## src/hdl/pcrw_pkg.sv

```systemverilog
// Purpose: constants and types for the clock, reset and watchdog control.
// Assumes: clk_sys is the oscillator clock at 10 MHz; plain register port.
// Notes: register offsets are word addresses on the register port.
// Notes on behaviour
// (R1) core frequency set by F, R, OD
// (R2) software keeps R, F, OD in range
// (R3) core PLL resets to OD2 F99 R0
// (R4) software may rewrite core PLL settings
// (R5) reference divider independent of core, switch dividers
// (R6) low power mode bypasses both PLLs
// (R7) software lowers clocks before PLL frequency
// (R8) secondary PLL input select and scaling
// (R9) fractional dither uses F+1 part of period
// (R10) software keeps fraction below period
// (R11) application clock divides in even steps
// (R12) application clock to pin and tile port
// (R13) oscillator runs before reset release
// (R14) power-on reset defines every state
// (R15) pull-downs enabled while in reset
// (R16) external reset pin resets, then boot starts
// (R17) five TCK with TMS high idles TAP
// (R18) core PLL write soft-resets all but PLL
// (R19) watchdog on oscillator clock forces reset
// (R20) 12-bit count, 16-bit prescale watchdog
// (R21) clearing watchdog restarts prescaler and counter
package pcrw_pkg;

  // register word offsets
  localparam logic [15:0] CORE_PLL_OFS = 16'h0006;
  localparam logic [15:0] CLOCK_MODE_OFS = 16'h0007;
  localparam logic [15:0] APP_DIV_OFS = 16'h000E;
  localparam logic [15:0] APP_PLL_OFS = 16'h000F;
  localparam logic [15:0] APP_FRAC_OFS = 16'h0012;
  localparam logic [15:0] WD_SETUP_OFS = 16'hF020;
  localparam logic [15:0] WD_STATE_OFS = 16'hF024;

  // pll control field positions (core and secondary alike)
  localparam int R_LSB = 0;
  localparam int F_LSB = 8;
  localparam int OD_LSB = 23;
  localparam int INSEL_BIT = 28; // secondary only: 1 selects core PLL

  // clock mode register
  localparam int REFDIV_LSB = 0;
  localparam int COREDIV_LSB = 8;
  localparam int SWDIV_LSB = 16;
  localparam int BYPASS_BIT = 24;

  // application divider and fraction register
  localparam int ENABLE_BIT = 31;
  localparam int FRAC_P_LSB = 0;
  localparam int FRAC_F_LSB = 8;

  // watchdog setup and state
  localparam int WD_PRE_LSB = 0;
  localparam int WD_LIM_LSB = 16;
  localparam int WD_CLRF_BIT = 30;
  localparam int WD_EN_BIT = 31;
  localparam int WD_FIRED_BIT = 31;

  // reset values
  localparam logic [2:0] CORE_OD_RST = 3'h2;
  localparam logic [12:0] CORE_F_RST = 13'h0063;
  localparam logic [5:0] CORE_R_RST = 6'h00;
  localparam logic [7:0] REFDIV_RST = 8'h03; // 400 MHz core / 4
  localparam logic [7:0] COREDIV_RST = 8'h00;
  localparam logic [7:0] SWDIV_RST = 8'h00;

  // timing
  localparam int CLK_PERIOD_NS = 100;
  localparam int RESET_HOLD_NS = 1000;
  localparam int RESET_HOLD_CYC =
    (RESET_HOLD_NS + CLK_PERIOD_NS - 1) / CLK_PERIOD_NS;
  localparam int TAP_IDLE_EDGES = 5;

  // one pll's settings, as handed to the analog core
  typedef struct packed {
    logic [2:0] od;
    logic [12:0] f;
    logic [5:0] r;
  } pcrw_pll_s;

  // clock tree divider settings
  typedef struct packed {
    logic bypass;
    logic [7:0] switch_div;
    logic [7:0] core_div;
    logic [7:0] ref_div;
  } pcrw_clk_mode_s;

endpackage

```

## src/hdl/pcrw_ctrl.sv

```systemverilog
// Purpose: digital control of core and secondary PLL, resets and watchdog.
// Assumes: clk_sys is the oscillator input; inputs are synchronous to it.
// Notes: analog PLL cores consume the settings outputs; nothing analog here.
// Notes: a watchdog reset disarms the watchdog it came from.
// Notes: a core PLL write starts a soft reset.
//
// The strobed register port is this design's own decision.
`timescale 1ns/1ns
`default_nettype none
module pcrw_ctrl #(
  parameter int WD_PRE_W = 16, // watchdog prescale width
  parameter int WD_CNT_W = 12, // watchdog counter width
  parameter int APP_DIV_W = 16 // application divider width
) (
  input wire logic clk_sys,
  input wire logic rst_n,
  input wire logic rst_ext_n,
  input wire logic tck,
  input wire logic tms,
  input wire logic [15:0] addr,
  input wire logic [31:0] wr_data,
  input wire logic wr_en,
  input wire logic rd_en,
  output logic [31:0] rd_data,
  output pcrw_pkg::pcrw_pll_s core_pll,
  output pcrw_pkg::pcrw_pll_s app_pll,
  output logic app_pll_in_core,
  output pcrw_pkg::pcrw_clk_mode_s clk_mode,
  output logic app_clock_output_pin,
  output logic app_clock_port_1d,
  output logic chip_reset_n,
  output logic soft_reset_n,
  output logic pin_pulldown_en,
  output logic boot_start,
  output logic tap_idle_reset
);

  // widths the watchdog and divider fields can carry
  if (WD_PRE_W < 1 || WD_PRE_W > 16 || WD_CNT_W < 1 || WD_CNT_W > 14
      || APP_DIV_W < 1 || APP_DIV_W > 31) begin : g_bad_param
    $error("pcrw_ctrl: unsupported parameter widths");
  end

  // counter just wide enough for the hold count
  localparam int HOLD_W = $clog2(pcrw_pkg::RESET_HOLD_CYC + 1);
  localparam logic [HOLD_W-1:0] HOLD_LOAD =
    HOLD_W'(pcrw_pkg::RESET_HOLD_CYC);

  // register state
  logic [31:0] core_ctl_reg; // core pll settings word
  logic [31:0] mode_reg; // clock tree dividers and bypass
  logic [31:0] app_div_reg; // app clock divider and enable
  logic [31:0] app_pll_reg; // secondary pll settings
  logic [31:0] frac_reg; // fractional divider setup
  logic wd_en_reg; // watchdog running
  logic [WD_PRE_W-1:0] wd_pre_lim_reg; // prescale limit
  logic [WD_CNT_W-1:0] wd_cnt_lim_reg; // count limit
  logic [WD_PRE_W-1:0] wd_pre_reg; // prescale counter
  logic [WD_CNT_W-1:0] wd_cnt_reg; // main counter
  logic wd_fired_reg; // sticky: watchdog caused a reset
  logic [HOLD_W-1:0] hold_reg; // reset hold counter
  logic full_hold_reg; // current hold is a full reset
  logic in_reset_reg; // any reset phase in progress
  logic [7:0] frac_cnt_reg; // dither period counter
  logic [APP_DIV_W-1:0] app_cnt_reg; // half period counter
  logic app_clk_reg; // divided application clock
  logic tck_prev_reg; // previous tck sample
  logic [2:0] tap_cnt_reg; // tck edges seen with tms high
  logic [31:0] rd_data_reg;
  pcrw_pkg::pcrw_pll_s app_pll_reg_out;
  logic boot_start_reg;
  logic tap_idle_reg;
  logic chip_reset_n_reg;
  logic soft_reset_n_reg;
  logic pulldown_reg;

  // decoded strobes
  logic wr_core, wr_mode, wr_app_div, wr_app_pll, wr_frac, wr_wd;
  logic wd_timeout; // watchdog expiry this cycle
  logic full_req; // full chip reset request
  logic wd_tick; // prescaler wrap

  assign wr_core = wr_en && addr == pcrw_pkg::CORE_PLL_OFS;
  assign wr_mode = wr_en && addr == pcrw_pkg::CLOCK_MODE_OFS;
  assign wr_app_div = wr_en && addr == pcrw_pkg::APP_DIV_OFS;
  assign wr_app_pll = wr_en && addr == pcrw_pkg::APP_PLL_OFS;
  assign wr_frac = wr_en && addr == pcrw_pkg::APP_FRAC_OFS;
  assign wr_wd = wr_en && addr == pcrw_pkg::WD_SETUP_OFS;

  // counter steps once per prescale period, so the
  // time-out is (pre+1)*(lim+1) clocks
  assign wd_tick = wd_pre_reg == wd_pre_lim_reg;
  assign wd_timeout = wd_en_reg && wd_tick
                      && wd_cnt_reg == wd_cnt_lim_reg; // R19 R20
  // pin and watchdog share the full reset path
  assign full_req = !rst_ext_n || wd_timeout; // R16 R19

  // core pll settings; a full reset restores the boot ratio
  // a soft reset deliberately leaves them alone
  always_ff @(posedge clk_sys or negedge rst_n) begin
    if (!rst_n) begin
      core_ctl_reg <= '0; // R14
      core_ctl_reg[pcrw_pkg::OD_LSB +: 3] <= pcrw_pkg::CORE_OD_RST; // R3
      core_ctl_reg[pcrw_pkg::F_LSB +: 13] <= pcrw_pkg::CORE_F_RST; // R3
      core_ctl_reg[pcrw_pkg::R_LSB +: 6] <= pcrw_pkg::CORE_R_RST; // R3
    end else if (full_req) begin
      core_ctl_reg <= '0;
      core_ctl_reg[pcrw_pkg::OD_LSB +: 3] <= pcrw_pkg::CORE_OD_RST; // R3
      core_ctl_reg[pcrw_pkg::F_LSB +: 13] <= pcrw_pkg::CORE_F_RST;
      core_ctl_reg[pcrw_pkg::R_LSB +: 6] <= pcrw_pkg::CORE_R_RST;
    end else if (wr_core) begin
      // fields are not range checked
      core_ctl_reg <= wr_data; // R4 R18
    end
  end

  // clock tree mode and secondary pll; pll logic survives soft reset
  always_ff @(posedge clk_sys or negedge rst_n) begin
    if (!rst_n) begin
      mode_reg <= '0;
      mode_reg[pcrw_pkg::REFDIV_LSB +: 8] <= pcrw_pkg::REFDIV_RST;
      mode_reg[pcrw_pkg::COREDIV_LSB +: 8] <= pcrw_pkg::COREDIV_RST;
      mode_reg[pcrw_pkg::SWDIV_LSB +: 8] <= pcrw_pkg::SWDIV_RST;
      app_div_reg <= '0;
      app_pll_reg <= '0;
      frac_reg <= '0;
    end else if (full_req) begin
      mode_reg <= '0;
      mode_reg[pcrw_pkg::REFDIV_LSB +: 8] <= pcrw_pkg::REFDIV_RST;
      mode_reg[pcrw_pkg::COREDIV_LSB +: 8] <= pcrw_pkg::COREDIV_RST;
      mode_reg[pcrw_pkg::SWDIV_LSB +: 8] <= pcrw_pkg::SWDIV_RST;
      app_div_reg <= '0;
      app_pll_reg <= '0;
      frac_reg <= '0;
    end else begin
      if (wr_mode) begin
        // bypass acts through the clock tree mux
        mode_reg <= wr_data; // R5 R6
      end
      if (wr_app_div) begin
        app_div_reg <= wr_data; // R11
      end
      if (wr_app_pll) begin
        app_pll_reg <= wr_data; // R8
      end
      if (wr_frac) begin
        frac_reg <= wr_data; // R9
      end
    end
  end

  // watchdog: any setup write restarts both stages from zero
  always_ff @(posedge clk_sys or negedge rst_n) begin
    if (!rst_n) begin
      wd_en_reg <= 1'b0;
      wd_pre_lim_reg <= '0;
      wd_cnt_lim_reg <= '0;
      wd_pre_reg <= '0;
      wd_cnt_reg <= '0;
    end else if (full_req || in_reset_reg) begin
      // disarmed so a fired watchdog cannot loop the chip in reset
      wd_en_reg <= 1'b0;
      wd_pre_reg <= '0;
      wd_cnt_reg <= '0;
    end else if (wr_wd) begin
      // setup writes in a reset phase never get here
      wd_en_reg <= wr_data[pcrw_pkg::WD_EN_BIT];
      wd_pre_lim_reg <= wr_data[pcrw_pkg::WD_PRE_LSB +: WD_PRE_W]; // R20
      wd_cnt_lim_reg <= wr_data[pcrw_pkg::WD_LIM_LSB +: WD_CNT_W]; // R20
      wd_pre_reg <= '0; // R21
      wd_cnt_reg <= '0; // R21
    end else if (wd_en_reg) begin
      wd_pre_reg <= wd_tick ? '0 : wd_pre_reg + 1'b1; // R19
      if (wd_tick) begin
        wd_cnt_reg <= wd_cnt_reg + 1'b1; // R20
      end
    end
  end

  // fired flag: set wins over the software clear
  always_ff @(posedge clk_sys or negedge rst_n) begin
    if (!rst_n) begin
      wd_fired_reg <= 1'b0;
    end else if (wd_timeout) begin
      wd_fired_reg <= 1'b1; // R19
      // only power-on clears it without software
    end else if (wr_wd && wr_data[pcrw_pkg::WD_CLRF_BIT]) begin
      wd_fired_reg <= 1'b0;
    end
  end

  // reset sequencer: full or soft requests hold the reset for a while
  always_ff @(posedge clk_sys or negedge rst_n) begin
    if (!rst_n) begin
      hold_reg <= HOLD_LOAD; // R14
      full_hold_reg <= 1'b1;
      in_reset_reg <= 1'b1;
    end else if (full_req) begin
      hold_reg <= HOLD_LOAD; // R16 R19
      full_hold_reg <= 1'b1;
      in_reset_reg <= 1'b1;
    end else if (wr_core) begin
      hold_reg <= HOLD_LOAD; // R18
      // a soft request inside a full reset stays full
      full_hold_reg <= full_hold_reg && in_reset_reg;
      in_reset_reg <= 1'b1;
    end else if (hold_reg != '0) begin
      // outputs stay in reset for the whole count
      hold_reg <= hold_reg - 1'b1;
    end else begin
      in_reset_reg <= 1'b0;
      full_hold_reg <= 1'b0;
    end
  end

  // reset outputs, pull-downs and the boot start pulse
  always_ff @(posedge clk_sys or negedge rst_n) begin
    if (!rst_n) begin
      chip_reset_n_reg <= 1'b0; // R14
      soft_reset_n_reg <= 1'b0;
      pulldown_reg <= 1'b1; // R15
      boot_start_reg <= 1'b0;
    end else begin
      chip_reset_n_reg <= !(in_reset_reg && full_hold_reg);
      soft_reset_n_reg <= !in_reset_reg; // R18
      pulldown_reg <= in_reset_reg; // R15
      // boot pulses on the edge the reset outputs release:
      // soft_reset_n still low marks the last reset cycle
      boot_start_reg <= !soft_reset_n_reg && !in_reset_reg; // R16
    end
  end

  // fractional dither: F+1 for f+1 of every p+1 clocks
  // only meaningful while f < p; other settings still divide sanely
  always_ff @(posedge clk_sys or negedge rst_n) begin
    if (!rst_n) begin
      frac_cnt_reg <= '0;
    end else if (!frac_reg[pcrw_pkg::ENABLE_BIT] || wr_frac) begin
      // new settings start a fresh period
      frac_cnt_reg <= '0;
    end else if (frac_cnt_reg >= frac_reg[pcrw_pkg::FRAC_P_LSB +: 8]) begin
      frac_cnt_reg <= '0; // R9
    end else begin
      frac_cnt_reg <= frac_cnt_reg + 1'b1; // R9
    end
  end

  // secondary pll settings with the dither step folded into F
  always_ff @(posedge clk_sys or negedge rst_n) begin
    if (!rst_n) begin
      app_pll_reg_out <= '0;
    end else begin
      // only f carries the dither step
      app_pll_reg_out.od <= app_pll_reg[pcrw_pkg::OD_LSB +: 3]; // R8
      app_pll_reg_out.r <= app_pll_reg[pcrw_pkg::R_LSB +: 6]; // R8
      if (frac_reg[pcrw_pkg::ENABLE_BIT]
          && frac_cnt_reg <= frac_reg[pcrw_pkg::FRAC_F_LSB +: 8]) begin
        app_pll_reg_out.f <= app_pll_reg[pcrw_pkg::F_LSB +: 13]
                             + 13'h0001; // R9
      end else begin
        app_pll_reg_out.f <= app_pll_reg[pcrw_pkg::F_LSB +: 13]; // R8
      end
    end
  end

  // application clock: toggle every div+1 clocks, so only even ratios
  always_ff @(posedge clk_sys or negedge rst_n) begin
    if (!rst_n) begin
      app_cnt_reg <= '0;
      app_clk_reg <= 1'b0;
    end else if (!app_div_reg[pcrw_pkg::ENABLE_BIT] || wr_app_div) begin
      // a rewrite restarts low; a short half may result
      app_cnt_reg <= '0; // held low while disabled
      app_clk_reg <= 1'b0;
    end else if (app_cnt_reg == app_div_reg[APP_DIV_W-1:0]) begin
      app_cnt_reg <= '0;
      app_clk_reg <= !app_clk_reg; // R11
    end else begin
      app_cnt_reg <= app_cnt_reg + 1'b1;
    end
  end

  // tap idle: count tck rising edges while tms stays high
  always_ff @(posedge clk_sys or negedge rst_n) begin
    if (!rst_n) begin
      tck_prev_reg <= 1'b0;
      tap_cnt_reg <= '0;
      tap_idle_reg <= 1'b0;
    end else begin
      // tck is sampled as a level, so it must run
      // well below half of clk_sys
      tck_prev_reg <= tck;
      tap_idle_reg <= 1'b0;
      if (!tms) begin
        tap_cnt_reg <= '0;
      end else if (tck && !tck_prev_reg) begin
        if (tap_cnt_reg == 3'(pcrw_pkg::TAP_IDLE_EDGES - 1)) begin
          tap_cnt_reg <= '0;
          tap_idle_reg <= 1'b1; // R17
        end else begin
          tap_cnt_reg <= tap_cnt_reg + 1'b1; // R17
        end
      end
    end
  end

  // registered read mux; unmapped words read zero
  always_ff @(posedge clk_sys or negedge rst_n) begin
    if (!rst_n) begin
      rd_data_reg <= '0;
    end else if (rd_en) begin
      rd_data_reg <= '0;
      unique case (addr)
        pcrw_pkg::CORE_PLL_OFS: rd_data_reg <= core_ctl_reg;
        pcrw_pkg::CLOCK_MODE_OFS: rd_data_reg <= mode_reg;
        pcrw_pkg::APP_DIV_OFS: rd_data_reg <= app_div_reg;
        pcrw_pkg::APP_PLL_OFS: rd_data_reg <= app_pll_reg;
        pcrw_pkg::APP_FRAC_OFS: rd_data_reg <= frac_reg;
        // clear bit reads back as zero
        pcrw_pkg::WD_SETUP_OFS: begin
          rd_data_reg[pcrw_pkg::WD_EN_BIT] <= wd_en_reg;
          rd_data_reg[pcrw_pkg::WD_PRE_LSB +: WD_PRE_W] <= wd_pre_lim_reg;
          rd_data_reg[pcrw_pkg::WD_LIM_LSB +: WD_CNT_W] <= wd_cnt_lim_reg;
        end
        // live counts, stale by the time they are used
        pcrw_pkg::WD_STATE_OFS: begin
          rd_data_reg[pcrw_pkg::WD_FIRED_BIT] <= wd_fired_reg;
          rd_data_reg[pcrw_pkg::WD_LIM_LSB +: WD_CNT_W] <= wd_cnt_reg;
          rd_data_reg[pcrw_pkg::WD_PRE_LSB +: WD_PRE_W] <= wd_pre_reg;
        end
        default: rd_data_reg <= '0;
      endcase
    end else begin
      rd_data_reg <= '0;
    end
  end

  // settings outputs, all straight from flops
  always_ff @(posedge clk_sys or negedge rst_n) begin
    if (!rst_n) begin
      core_pll <= '{od: pcrw_pkg::CORE_OD_RST, f: pcrw_pkg::CORE_F_RST,
                    r: pcrw_pkg::CORE_R_RST}; // R3
      app_pll_in_core <= 1'b0;
      // tree dividers match the mode register's reset word
      clk_mode <= '{bypass: 1'b0, switch_div: pcrw_pkg::SWDIV_RST,
                    core_div: pcrw_pkg::COREDIV_RST,
                    ref_div: pcrw_pkg::REFDIV_RST}; // R14
      app_clock_output_pin <= 1'b0;
      app_clock_port_1d <= 1'b0;
    end else begin
      core_pll.od <= core_ctl_reg[pcrw_pkg::OD_LSB +: 3]; // R1
      core_pll.f <= core_ctl_reg[pcrw_pkg::F_LSB +: 13]; // R1
      core_pll.r <= core_ctl_reg[pcrw_pkg::R_LSB +: 6]; // R1
      app_pll_in_core <= app_pll_reg[pcrw_pkg::INSEL_BIT]; // R8
      clk_mode.ref_div <= mode_reg[pcrw_pkg::REFDIV_LSB +: 8]; // R5
      clk_mode.core_div <= mode_reg[pcrw_pkg::COREDIV_LSB +: 8]; // R5
      clk_mode.switch_div <= mode_reg[pcrw_pkg::SWDIV_LSB +: 8]; // R5
      clk_mode.bypass <= mode_reg[pcrw_pkg::BYPASS_BIT]; // R6
      // both copies from one source, so they match
      app_clock_output_pin <= app_clk_reg; // R12
      app_clock_port_1d <= app_clk_reg; // R12
    end
  end

  // ports straight from their flops
  assign rd_data = rd_data_reg;
  assign app_pll = app_pll_reg_out;
  assign chip_reset_n = chip_reset_n_reg;
  assign soft_reset_n = soft_reset_n_reg;
  assign pin_pulldown_en = pulldown_reg;
  assign boot_start = boot_start_reg;
  assign tap_idle_reset = tap_idle_reg;

endmodule // pcrw_ctrl
`default_nettype wire

```

## config.mk

```make
export PLATFORM = sky130hd
export DESIGN_NAME = pcrw_ctrl
export DESIGN_NICKNAME = d
export VERILOG_FILES = /design/src/hdl/pcrw_pkg.sv /design/src/hdl/pcrw_ctrl.sv
export SDC_FILE = /design/constraint.sdc
export NUM_CORES = 1
export LEC_CHECK = 0
export BUFFER_PORTS_ARGS = -buffer_cell sky130_fd_sc_hd__buf_2
export CAP_MARGIN = 0
export CELL_PAD_IN_SITES_DETAIL_PLACEMENT = 1
export CELL_PAD_IN_SITES_GLOBAL_PLACEMENT = 2
export CORE_MARGIN = 1
export CORE_UTILIZATION = 39
export CTS_CLUSTER_DIAMETER = 100
export DETAILED_ROUTE_END_ITERATION = 8
export PLACE_DENSITY = 0.85
export RECOVER_POWER = 50
export SLEW_MARGIN = 20
export SYNTH_ARGS = -nofsm -noshare
export SYNTH_HDL_FRONTEND = slang
export SYNTH_SLANG_ARGS = --single-unit
```

## constraint.sdc

```tcl
create_clock -name clk_sys -period 3.2 [get_ports clk_sys]
set_input_delay 0.64 -clock clk_sys [delete_from_list [all_inputs] [get_ports clk_sys]]
set_output_delay 0.64 -clock clk_sys [all_outputs]
set_load 0.01 [all_outputs]
```

# After elaboration in Yosys (flattened, before gate mapping)

Index checks and enable logic that the tools add are counted.

Output and inout port bits: 109
Register bits after elaboration: 361
Word-level logic and storage cells: 146
Input bits: 55

Multiplexer cells: 47
Equal/unequal tests: 13
Add/sub/neg operators: 7
$lt $le $gt $ge: 2
Bitwise logic cells: 1
Reductions and logical operators: 39

Operators by type and width:

| kind                  | number |
|---|---|
| $mux 32               | 11 |
| $pmux 28 s7           | 1 |
| $mux 16               | 6 |
| $mux 12               | 4 |
| $add 16x1->16 const B | 2 |
| $eq 16x16->1          | 2 |
| $eq 16x16->1 const B  | 2 |
| $eq 16x3->1 const B   | 2 |
| $eq 16x4->1 const B   | 2 |
| $eq 16x5->1 const B   | 1 |
| $mux 8                | 2 |
| $reduce_bool 2->1     | 8 |
| $pmux 3 s5            | 1 |
| $mux 1                | 14 |
| $add 13x1->13 const B | 1 |
| $logic_and 1x1->1     | 13 |
| $mux 13               | 1 |
| $add 12x1->12 const B | 1 |
| $eq 12x12->1          | 1 |
| $mux 4                | 3 |
| $mux 3                | 3 |
| $reduce_bool 3->1     | 3 |
| $add 8x1->8 const B   | 1 |
| $ge 8x8->1            | 1 |
| other kinds (12)      | 23 |

# Logic depth before layout (Yosys ltp)

Gate-level depths: netlist of the first run.

Depth in word-level cells: 7
Mapped depth: 8
Mapped depth without buffers: 8

# Worst setup path before layout of the first run

No wires, ideal clock.

Kind: input -> register
Start point: in addr[9]
End point: reg wd_cnt_lim_reg[10]
Stages: 7
Data required time: 3.075 ns
Setup time: 0.125 ns
Data arrival time: 2.666 ns
Slack: 0.409 ns
Buffers on the path: 1
Cell sequence: or4_4 -> or3_4 -> nor2_4 -> nand2_2 -> a211oi_4 -> buf_6 -> mux2_4

Word-level cells in the longest chain between the ends: 3

RTL lines:

| item                       | line             | source |
|---|---|---|
| start: declaration         | pcrw_ctrl.sv:20  | `input wire logic [15:0] addr,` |
| $eq 16x16->1               | pcrw_ctrl.sv:88  | `assign wr_wd = wr_en && addr == pcrw_pkg::WD_SETUP_OFS;` |
| $logic_and 1x1->1          | pcrw_ctrl.sv:88  |  |
| $reduce_and 2->1 (no line) | -                |  |
| end signal: assignment     | pcrw_ctrl.sv:169 | `wd_cnt_lim_reg <= wr_data[pcrw_pkg::WD_LIM_LSB +: WD_CNT_W];` |
| end: declaration           | pcrw_ctrl.sv:57  | `logic [WD_CNT_W-1:0] wd_cnt_lim_reg;` |

No other way between the ends.
A chain may end at the register's enable or synchronous reset.

# Final worst setup path of the first run

Start point: reg wd_cnt_reg[3]
End point: reg mode_reg[2]

Word-level cells in the longest chain between the ends: 4
Elaborated cells between the ends (all ways): 5

RTL lines:

| item                                         | line             | source |
|---|---|---|
| start: declaration                           | pcrw_ctrl.sv:59  | `logic [WD_CNT_W-1:0] wd_cnt_reg;` |
| start signal: assignment                     | pcrw_ctrl.sv:175 | `wd_cnt_reg <= wd_cnt_reg + 1'b1;` |
| $eq 12x12->1 *                               | pcrw_ctrl.sv:94  | `&& wd_cnt_reg == wd_cnt_lim_reg;` |
| $logic_and 1x1->1 *                          | pcrw_ctrl.sv:94  |  |
| $logic_or 1x1->1 *                           | pcrw_ctrl.sv:96  | `assign full_req = !rst_ext_n \|\| wd_timeout;` |
| $mux 32 or $reduce_bool 2->1 (tied branches) | -                |  |
| end signal: indexed assignment               | pcrw_ctrl.sv:129 | `mode_reg[pcrw_pkg::REFDIV_LSB +: 8] <= pcrw_pkg::REFDIV_RST;` |
| end signal: indexed assignment               | pcrw_ctrl.sv:130 | `mode_reg[pcrw_pkg::COREDIV_LSB +: 8] <= pcrw_pkg::COREDIV_RST;` |
| end signal: indexed assignment               | pcrw_ctrl.sv:131 | `mode_reg[pcrw_pkg::SWDIV_LSB +: 8] <= pcrw_pkg::SWDIV_RST;` |
| end: declaration                             | pcrw_ctrl.sv:51  | `logic [31:0] mode_reg;` |

Mark *: on every way between the ends. The rest lies on a longest branch, timed or not.

==> results of run 1 <==
[per-layer routing]
layer,routed length [microns],vias to the layer above
met1,22100,6445
met2,25700,362
met4,1870,2
li1,-,5596
met5,13,-
met3,2140,95
[through the flow]
step	instance area (sq um)	total power, mW
after floorplan	16300	4.80
after global placement	18000	5.04
after detailed placement	18000	5.05
after CTS	19400	9.94
after global routing	19400	10.1
final	19400	9.83
[cell type report]
| cell class | instances | area share [%] |
|---|---|---|
| tap | 532 | 3.44 |
| clock buffer | 64 | 6.79 |
| multi-input combinational | 1029 | 34.7 |
| antenna | 2 | 0.0258 |
| clock inverter | 12 | 0.504 |
| timing repair buffer | 221 | 7.28 |
| inverter | 28 | 0.542 |
| sequential | 361 | 46.7 |
[cells by family after synthesis]
group                      Yosys count  synth area share (%)
and+or+nand+nor                    508                  14.3
DFF                                361                  55.6
AOI/OAI and AO/OA                  251                  9.79
muxes                              159                  10.4
buffers and inverters              122                  3.42
xor gates and xnor gates            87                  4.67
adders and majority gates           24                  1.84
[path summary, 6_finish.rpt]
path | end | slack [ns]
max reg2reg | mode_reg[2] | 0.55
max in group asynchronous | frac_reg[7] | 0.81
min | tck_prev_reg | 0.22
min in group asynchronous | core_pll[1] | 0.72
max | mode_reg[2] | 0.55
min reg2reg | core_pll[11] | 0.38
[synth_stat cells, types with 28 or more instances]
cell | instances | area, sq um
nand2_1 | 237 | 890
dfrtp_1 | 342 | 8560
clkbuf_1 | 55 | 206
xor2_1 | 40 | 350
xnor2_1 | 47 | 412
a21oi_1 | 136 | 681
mux2i_1 | 130 | 1300
o22a_1 | 30 | 263
nand3_1 | 42 | 210
inv_1 | 28 | 105
nor2_1 | 113 | 424
a222oi_1 | 29 | 290
[cell usage in the layout, fill, tap and decap left out, types with 17 or more instances in the layout]
cell       instances
o21ai_0           27
mux2i_1          130
a21oi_1          136
buf_4             44
inv_1             28
dfrtp_1          342
nand4_1           20
nand2_1          237
a222oi_1          29
o22a_1            30
xor2_1            40
nor2_1           112
mux2_4            20
nor3_1            17
xnor2_1           47
ha_1              24
buf_2            160
clkbuf_16         43
nand3_1           42
[critical path: cells and delay by family (launching register included)]
| family | cells | cell delay (ns) |
|---|---|---|
| XOR/XNOR | 1 | 0.27 |
| flip-flops | 1 | 0.47 |
| AND/OR/NAND/NOR | 3 | 0.95 |
| AO/OA/AOI/OAI | 1 | 0.20 |
| buffers and inverters | 2 | 0.60 |
[report_power, final]
part,total [mW],internal [mW],switching (mW)
logic,0.362,0.0976,0.265
registers,4.60,4.59,0.0107
clock network,4.87,2.91,1.96
==> impl_results.md, run 1 <==
- HP Start: tck
- Global routing's busiest layer: met2
- Worst hold stages: 1
- ANT nets after route: 0
- Tmin final: 2.65 ns
- Die area: between 40,000 and 50,000 sq um
- Post-route setup slack: 0.548 ns
- Least-Margin Pin Slew: 2.21 ns
- Routing usage on met1: 32.3%
- CP peak stage delay: 0.68 ns
- RSZ-0062 raised after global routing: false
- Detailed-route via count: 12.5k
- Avg Inst Size Synth: 10.8 sq um
- Hold Crit Class: input port to flop
- VDD IR-drop max: 0.000293 V
- Grt ovf: 0
- Setup Buffers After CTS: 0
- Max H-tree Level: 2
- Tcrit/Tclk final: between 80% and 90%
- Clk root buf: clkbuf_16
- Synth-to-layout area growth: 18.9%
- Rows: 74
- All-layer global routing usage: around a quarter
- Wire per inst: around 23 microns
- GPL Wtd Cong: 0.866
- RR Startpoint: wd_cnt_reg[3]
- Max Slew Vio Count: 71
- Worst-path cell chain: xnor2_1, nand4_1, or4_1, o21ai_4, buf_4, buf_4, nor2_1
- Hold Worst Slack: 0.218 ns
- Post-Syn Nets: 1,591
- Bufs on Longest Clock Path: 3
- Worst-Skew Late Latency: 0.58 ns
- # nets final: roughly 1.8k
- Most used cell, CP: buf_4
- Clk sinks: 361
- Pre-antenna DRT Iters: 9
- Layout cells sized above 1: between 20% and 30%
- Critical path class: flop to flop
- Drt via density: 5.56
- Maximum number of pins on one net before global-route repair: 75
- Clock Skew: 0.0238 ns
- Cell Pwr Density: between 500 and 600 nW/um^2
- Initial drt markers: just over 900
- Post-route core utilization: 47.2%
- Reg clk slew, reported paths: 0.06 ns
- Post_cts resized: 0
- Slowest CP cell: or4_1
- Total leakage power: between 9 and 10 nW
- Total Neg Setup Slack: 0 ns
- Yosys warns: 0
- DP Wirelength: between 30 and 40 mm
- Crit start category: flop
- Max reg flops: 54
- Fill cells: 4,537
- Num CTS Buffers: 41
- Critical Path End Type: flop
- Multi-input logic area: a little under 7000 sq um
- Flops & latches, synth: 361
- Met2 Track Usage GR: 42.6%
- EDFF count, synth: 0
- Antenna violations before repair: 2
- Critical Path Source: wd_cnt_reg[3]
- CP arrival: 3.10 ns
- Sequential area share after synthesis: between 50% and 60%
- Met3 Track Usage GR: under 10%
- Final WL: 51.8 mm
- # DRC: 30
- Number of hold buffers added after CTS: 0
- Port buffer count: 163
- Synth Cell Area: 16,300 sq um
- Crit path max fanout: 21
- FF+latch area: 9060 sq um
- DIE WIDTH: 206 microns
- FMAX: 377 MHz
- Reg2reg path depth: 7
- Distinct cells, synth: 60
- # setup viols final: 0
- Rel. slew slack: -47.4%
- Synth async-reset ratio: between 90% and 100%
- Hold Vio Cnt, Final: 0
- # IOs: 164
- Run status: complete, but fails checks
- Vias in the first global route: 13.5k
- CP required: 3.64 ns
- Initial core utilization: between 30 and 40%
- Core area: between 40,000 and 50,000 sq um
- Die Y: around 210 microns
- Mapped Cells: 1,512
- Post-route insts no fill: 2,249
- Place WS: between 0.2 and 0.3 ns
- First-pass GRT wire length: just over 80 mm
- Ys flop type: dfrtp_1
- Max Cap Viol: 1
- CTS tree: yes
- Placed cell count: 2,171
- Failing checks: design-rule violations, max-capacitance violations, max-slew violations
No activity file was read; power rests on OpenSTA's default activity.
==> inputs of run 2 (changes only) <==
Settings changed: ABC_AREA set to 1, CORE_UTILIZATION 39 to 35.
Clock period 3.2 ns to 2.5 ns, I/O delays scaled along.
==> impl_results.md, run 2 <==
- Synth-to-layout area growth: 20.2%
- Die area: ~52,000 sq um
- RR Startpoint: wd_pre_reg[4]
- Synth async-reset ratio: 100%
- VDD IR-drop max: 0.000417 V
- Failing checks: max-capacitance violations, max-slew violations
- Drt via density: 5.14
- Run status: complete, but fails checks
- CP required: 3.01 ns
- Final WL: around 65 mm
- Placement Cell Area: 20,100 sq um
- Max H-tree Level: 2
- Rows: 82
- Met2 Track Usage GR: 41.3%
- Tot Pwr: 13.1 mW
- Detailed-route via count: 16.7k
- Num CTS Buffers: 42
- R2R Setup Slk: 0.16 ns
- Yosys top cell by area: dfrtp_1
- Ys flop type: dfrtp_1
- # setup viols final: 0
- Met3 Track Usage GR: roughly 3.7%
- Avg Inst Size Synth: approximately 7.7 sq um
- CP arrival: 2.85 ns
- Total Neg Setup Slack: 0 ns
- Tcrit/Tclk final: 93.5%
- Max reg flops: 54
- Crit path max fanout: 14
- HP Start: tck
- Worst-Skew Late Latency: 0.58 ns
- Critical Path End Type: flop
- Reg clk slew, reported paths: 0.06 ns
- Clock Skew: 0.0138 ns
- Vias in the first global route: ~18k
- Critical path class: flop to flop
- Port buffer count: between 150 and 200
- Sequential area share after synthesis: 50.5%
- Reg2reg path depth: 14
- Die Y: 228 microns
- Hold Crit Class: input port to flop
- Rel. slew slack: -18.2%
- Most common cell after layout, fill and taps aside: nand2_1
- Least-Margin Pin Slew: 1.77 ns
- CTS tree: yes
- Grt ovf: 0
- Flops & latches, synth: 361
- ANT nets after route: 0
- Global routing's busiest layer: met2
- Clk root buf: clkbuf_16
- # DRC: 0
- Max Slew Vio Count: 49
- RSZ-0062 raised after global routing: true
- Tmin final: 2.34 ns
- Design area: 21,500 sq um
- Wire per inst: 20.1 microns
- Hold Vio Cnt, Final: 0
- Top cells by area, synth: dfrtp_1, nand2_1, nand4_1, inv_1, nor2_1
- Worst hold stages: 1
- Initial core utilization: 35.6%
- Antenna violations before repair: 0
- Hold Path End: tck_prev_reg
- Cell Pwr Density: just over 600 nW/um^2
- Yosys warns: 0
- Maximum number of pins on one net before global-route repair: between 60 and 70
- Core area: 50,400 sq um
- Total leakage power: 11.7 nW
- Synth Cell Area: 17,900 sq um
- Worst reg2reg endpoint: frac_reg[2]
- Most common cell in the synthesized netlist: nand2_1
- # nets final: 2,615
- Pre-antenna DRT Iters: 7
- Share of the synthesized area in the top cell type: 47.8%
- Clk sinks: ~360
- DP Wirelength: 47.3 mm
- Initial drt markers: 1,257
- First-pass GRT wire length: 104 mm
- Antenna diode count: 0
- Post-route core utilization: a little over two fifths
- Crit start category: flop
- Most frequent cells in the layout: nand2_1, dfrtp_1, inv_1
- Mapped Cells: 2,339
- Top cells by count, synth: nand2_1, dfrtp_1, inv_1, nor2_1, nand4_1
- Bufs on Longest Clock Path: 3
- Max Cap Viol: 1
- EDFF count, synth: 0
- # IOs: 164
- Layout cells sized above 1: ~16%
- Distinct cells, synth: 34
- DIE WIDTH: 228 microns
- Routing usage on met1: around a third
- FMAX: 428 MHz
- GPL Wtd Cong: 0.868
- Post-Syn Nets: about 2.4k
- All-layer global routing usage: 25.5%
[run 2: timing repair]
item                       CTS  global route
buffers inserted             0             0
hold buffers                 1             0
setup endpoints to repair    0            53
hold endpoints to repair    40             0
resized for setup            0             8
[run 2: metal layers]
metal  vias to the layer above  routed length, microns
met3                       125                    3400
met2                       449                   30300
met4                         0                    2000
li1                       7773                       -
met5                         -                       0
met1                      8331                   29500
[run 2: kinds of logic (layout without fill, tap and decap cells)]
kind of cell,Yosys count,after routing,share of synthesized area [%]
and+or+nand+nor,1420,1420,33.5
buffers and inverters,369,600,8.24
DFF,361,361,50.5
AOI/OAI and AO/OA,119,119,3.76
xor gates and xnor gates,46,46,2.25
adders and majority gates,24,24,1.68
[run 2: how the worst max path moves through the flow]
stage / endpoint / cells past startpoint / from
CTS: mode_reg[29] / 14 / wd_pre_reg[4]
global placement: rd_data[24] / 11 / addr[7]
finish: frac_reg[2] / 14 / wd_pre_reg[4]
global route: mode_reg[8] / 14 / wd_pre_reg[4]
detailed placement: rd_data[24] / 11 / addr[7]
floorplan: core_ctl_reg[23] / 12 / addr[7]
[run 2: area by class of cell]
class / instances / area [sq um]
clock buffers: 56 / 1190
multi-input cells: 1609 / 7420
repair buffers: 260 / 1770
clock inverters: 22 / 270
well taps: 672 / 841
fillers: 6227 / 28800
flip-flops and latches: 361 / 9060
inverters: 262 / 983
[run 2: critical path, cell delays in order (launching register included)]
cell     delay [ns]
dfrtp_1        0.44
inv_1          0.15
nand2_1        0.06
nand2_1        0.06
nor2_1         0.05
nand2_1        0.09
nor2_1         0.05
nand2_1        0.15
inv_2          0.05
nand2_2        0.08
nand2_2        0.12
buf_4          0.25
nor2_1         0.48
nand2_1        0.12
nand2_1        0.10
[run 2: power by group]
group	internal (mW)	total, mW	leakage (nW)	switching (mW)
Combinational	0.144	0.620	6.04	0.476
Clock	3.82	6.54	0.699	2.72
Sequential	5.88	5.90	4.96	0.0192
[run 2: metrics by stage]
| step | cells | hold WS, ns | worst slack [ns] |
|---|---|---|---|
| after floorplan | 2339 | 0.204 | 0.524 |
| after global placement | 3163 | 0.394 | 0.114 |
| after detailed placement | 3163 | 0.395 | -0.00855 |
| after CTS | 3242 | 0.0161 | 0.0978 |
| after global routing | 3242 | 0.0399 | -0.0148 |
| final | 3242 | 0.0468 | 0.163 |
==> inputs of run 3 (changes only) <==
Settings changed: CAP_MARGIN 0 to unset, RECOVER_POWER 50 to unset.
==> impl_results.md, run 3 (synthesized netlist as in run 2, its figures left out) <==
- Worst-Skew Late Latency: approximately 0.58 ns
- Crit start category: flop
- Clk root buf: clkbuf_16
- VDD IR-drop max: around 0.00042 V
- FMAX: 425 MHz
- Pint: slightly below 10 mW
- Antenna violations before repair: 0
- Worst-path cell chain: inv_1, nand2_1, nand2_1, nor2_1, nand2_1, nor2_1, nand2_1, inv_2, nand2_2, nand2_2, buf_4, nor2_1, nand2_1, nand2_1
- Detailed-route via count: 16.7k
- Layout cells sized above 1: approximately 16%
- Switching part of the total: 24.7%
- Worst Path Buf+Inv: 3
- Wire per inst: 20.1 microns
- Most frequent cells in the layout: nand2_1, dfrtp_1, inv_1
- Fill cells: between 6k and 7k
- RR Startpoint: wd_pre_reg[4]
- Clock Skew: 0.0146 ns
- CP arrival: 2.86 ns
- Placement Cell Area: 20,100 sq um
- Initial drt markers: 1,280
- Core area: about 50,000 sq um
- Critical Path End Type: flop
- First-pass GRT wire length: 104 mm
- Port buffer count: 163
- Die area: 52,100 sq um
- Place WS: -0.00855 ns
- Post-route setup slack: 0.148 ns
- # DRC: 0
- Final WL: between 60 and 70 mm
- Worst path top cell family by delay: simple AND/OR/NAND/NOR gates
- Tcrit/Tclk final: 94.1%
- Max Slew Vio Count: 0
- # setup viols final: 0
- Max H-tree Level: 2
- Synth-to-layout area growth: 20.4%
- Post-route insts no fill: 3,243
- HP Start: tck
- Hold Vio Cnt, Final: 0
- CTS tree: yes
- # nets final: 2,615
- Placed cell count: approximately 3.2k
- GPL Wtd Cong: 0.868
- Hold Crit Class: input port to flop
- ANT nets after route: 0
- Grt ovf: 0
- CP required: approximately 3.0 ns
- Bufs on Longest Clock Path: 3
- Max reg flops: between 50 and 60
- CP peak stage delay: 0.50 ns
- Num CTS Buffers: 42
- Critical path class: flop to flop
- Most common cell after layout, fill and taps aside: nand2_1
- Most used cell, CP: nand2_1
- Cell Pwr Density: 606 nW/um^2
- Vias in the first global route: between 15k and 20k
- Clk sinks: 361
- Total leakage power: 11.7 nW
- Maximum number of pins on one net before global-route repair: 64
- Initial core utilization: between 30% and 40%
- Slowest CP cell: nor2_1
- Switching power of the nets: 3.23 mW
- Setup Buffers After CTS: 0
- Drt via density: 5.14
- Rel. slew slack: 53.0%
- Rows: 82
- Die Y: around 230 microns
- Run status: complete, no violations
- RSZ-0062 raised after global routing: true
- Part of the power in registers: 45.1%
- # IOs: 164
- DP Wirelength: between 40 and 50 mm
- Critical Path Source: wd_pre_reg[4]
- Max Cap Viol: 0
- Design area: 21,600 sq um
- Logic pwr share: around 4.8%
- Reg clk slew, reported paths: about 0.060 ns
- Clk pwr share: 50.1%
- Least-Margin Pin Slew: 0.705 ns
- DIE WIDTH: 228 microns
- Crit path max fanout: 14
- Tmin final: around 2.4 ns
- Pre-antenna DRT Iters: 5
- All-layer global routing usage: 25.5%
## run 3: changes by cell type in the layout (fill, tap and decap cells not counted), sizes merged
cell | previous run | this run
diode | 0 | 1
clkbuf | 60 | 56
buf | 255 | 259
## run 3: path summary, 6_finish.rpt
path	end	slack (ns)	cells after the start
max	frac_reg[2]	0.15	14
min	tck_prev_reg	0.04	1
max reg2reg	frac_reg[2]	0.15	14
min reg2reg	core_pll[20]	0.41	0
max in group asynchronous	core_pll[7]	1.19	3
min in group asynchronous	core_ctl_reg[19]	0.48	2
## run 3: power by group through the flow
| stage | registers, mW | clock network [mW] | logic, mW |
|---|---|---|---|
| detailed placement | 6.01 | 0 | 0.622 |
| CTS | 5.90 | 6.67 | 0.625 |
| floorplan | 6.01 | 0 | 0.242 |
| finish | 5.90 | 6.55 | 0.627 |
| global route | 5.90 | 6.87 | 0.679 |
| global placement | 6.00 | 0 | 0.608 |
## run 3: through the flow
| stage | hold WS (ns) | utilization (%) | power [mW] | TNS, ns |
|---|---|---|---|---|
| floorplan | 0.204 | - | 6.25 | 0 |
| global route | 0.0293 | 42.8 | 13.4 | -0.0473 |
| detailed placement | 0.395 | 39.8 | 6.63 | -0.0139 |
| global placement | 0.394 | 39.8 | 6.61 | 0 |
| CTS | 0.0161 | 42.8 | 13.2 | 0 |
| finish | 0.0414 | 42.8 | 13.1 | 0 |
## run 3: layer usage
metal / part of all wire [%] / global-route usage [%] / wire, microns
met1: 46 / 35.0 / 30000
met2: 46 / 41.3 / 30300
met3: 4.6 / 3.65 / 3030
met4: 3.0 / 8.20 / 1960
met5: 0 / 0 / 0
## run 3: what timing repair did
| item | 4_1_cts | 5_1_grt |
|---|---|---|
| resized for setup | 0 | 8 |
| endpoints found under the hold margin | 40 | 0 |
| endpoints found under the setup margin | 0 | 53 |
| hold buffers | 1 | 0 |
## run 3: area by class of cell
class	instances	area, sq um	area share (%)
sequential	361	9060	42.0
timing repair buffer	260	1800	8.34
multi-input combinational	1609	7420	34.4
tap	672	841	3.90
clock buffer	56	1190	5.53
inverter	262	983	4.56
clock inverter	22	270	1.25
antenna	1	2.50	0.0116
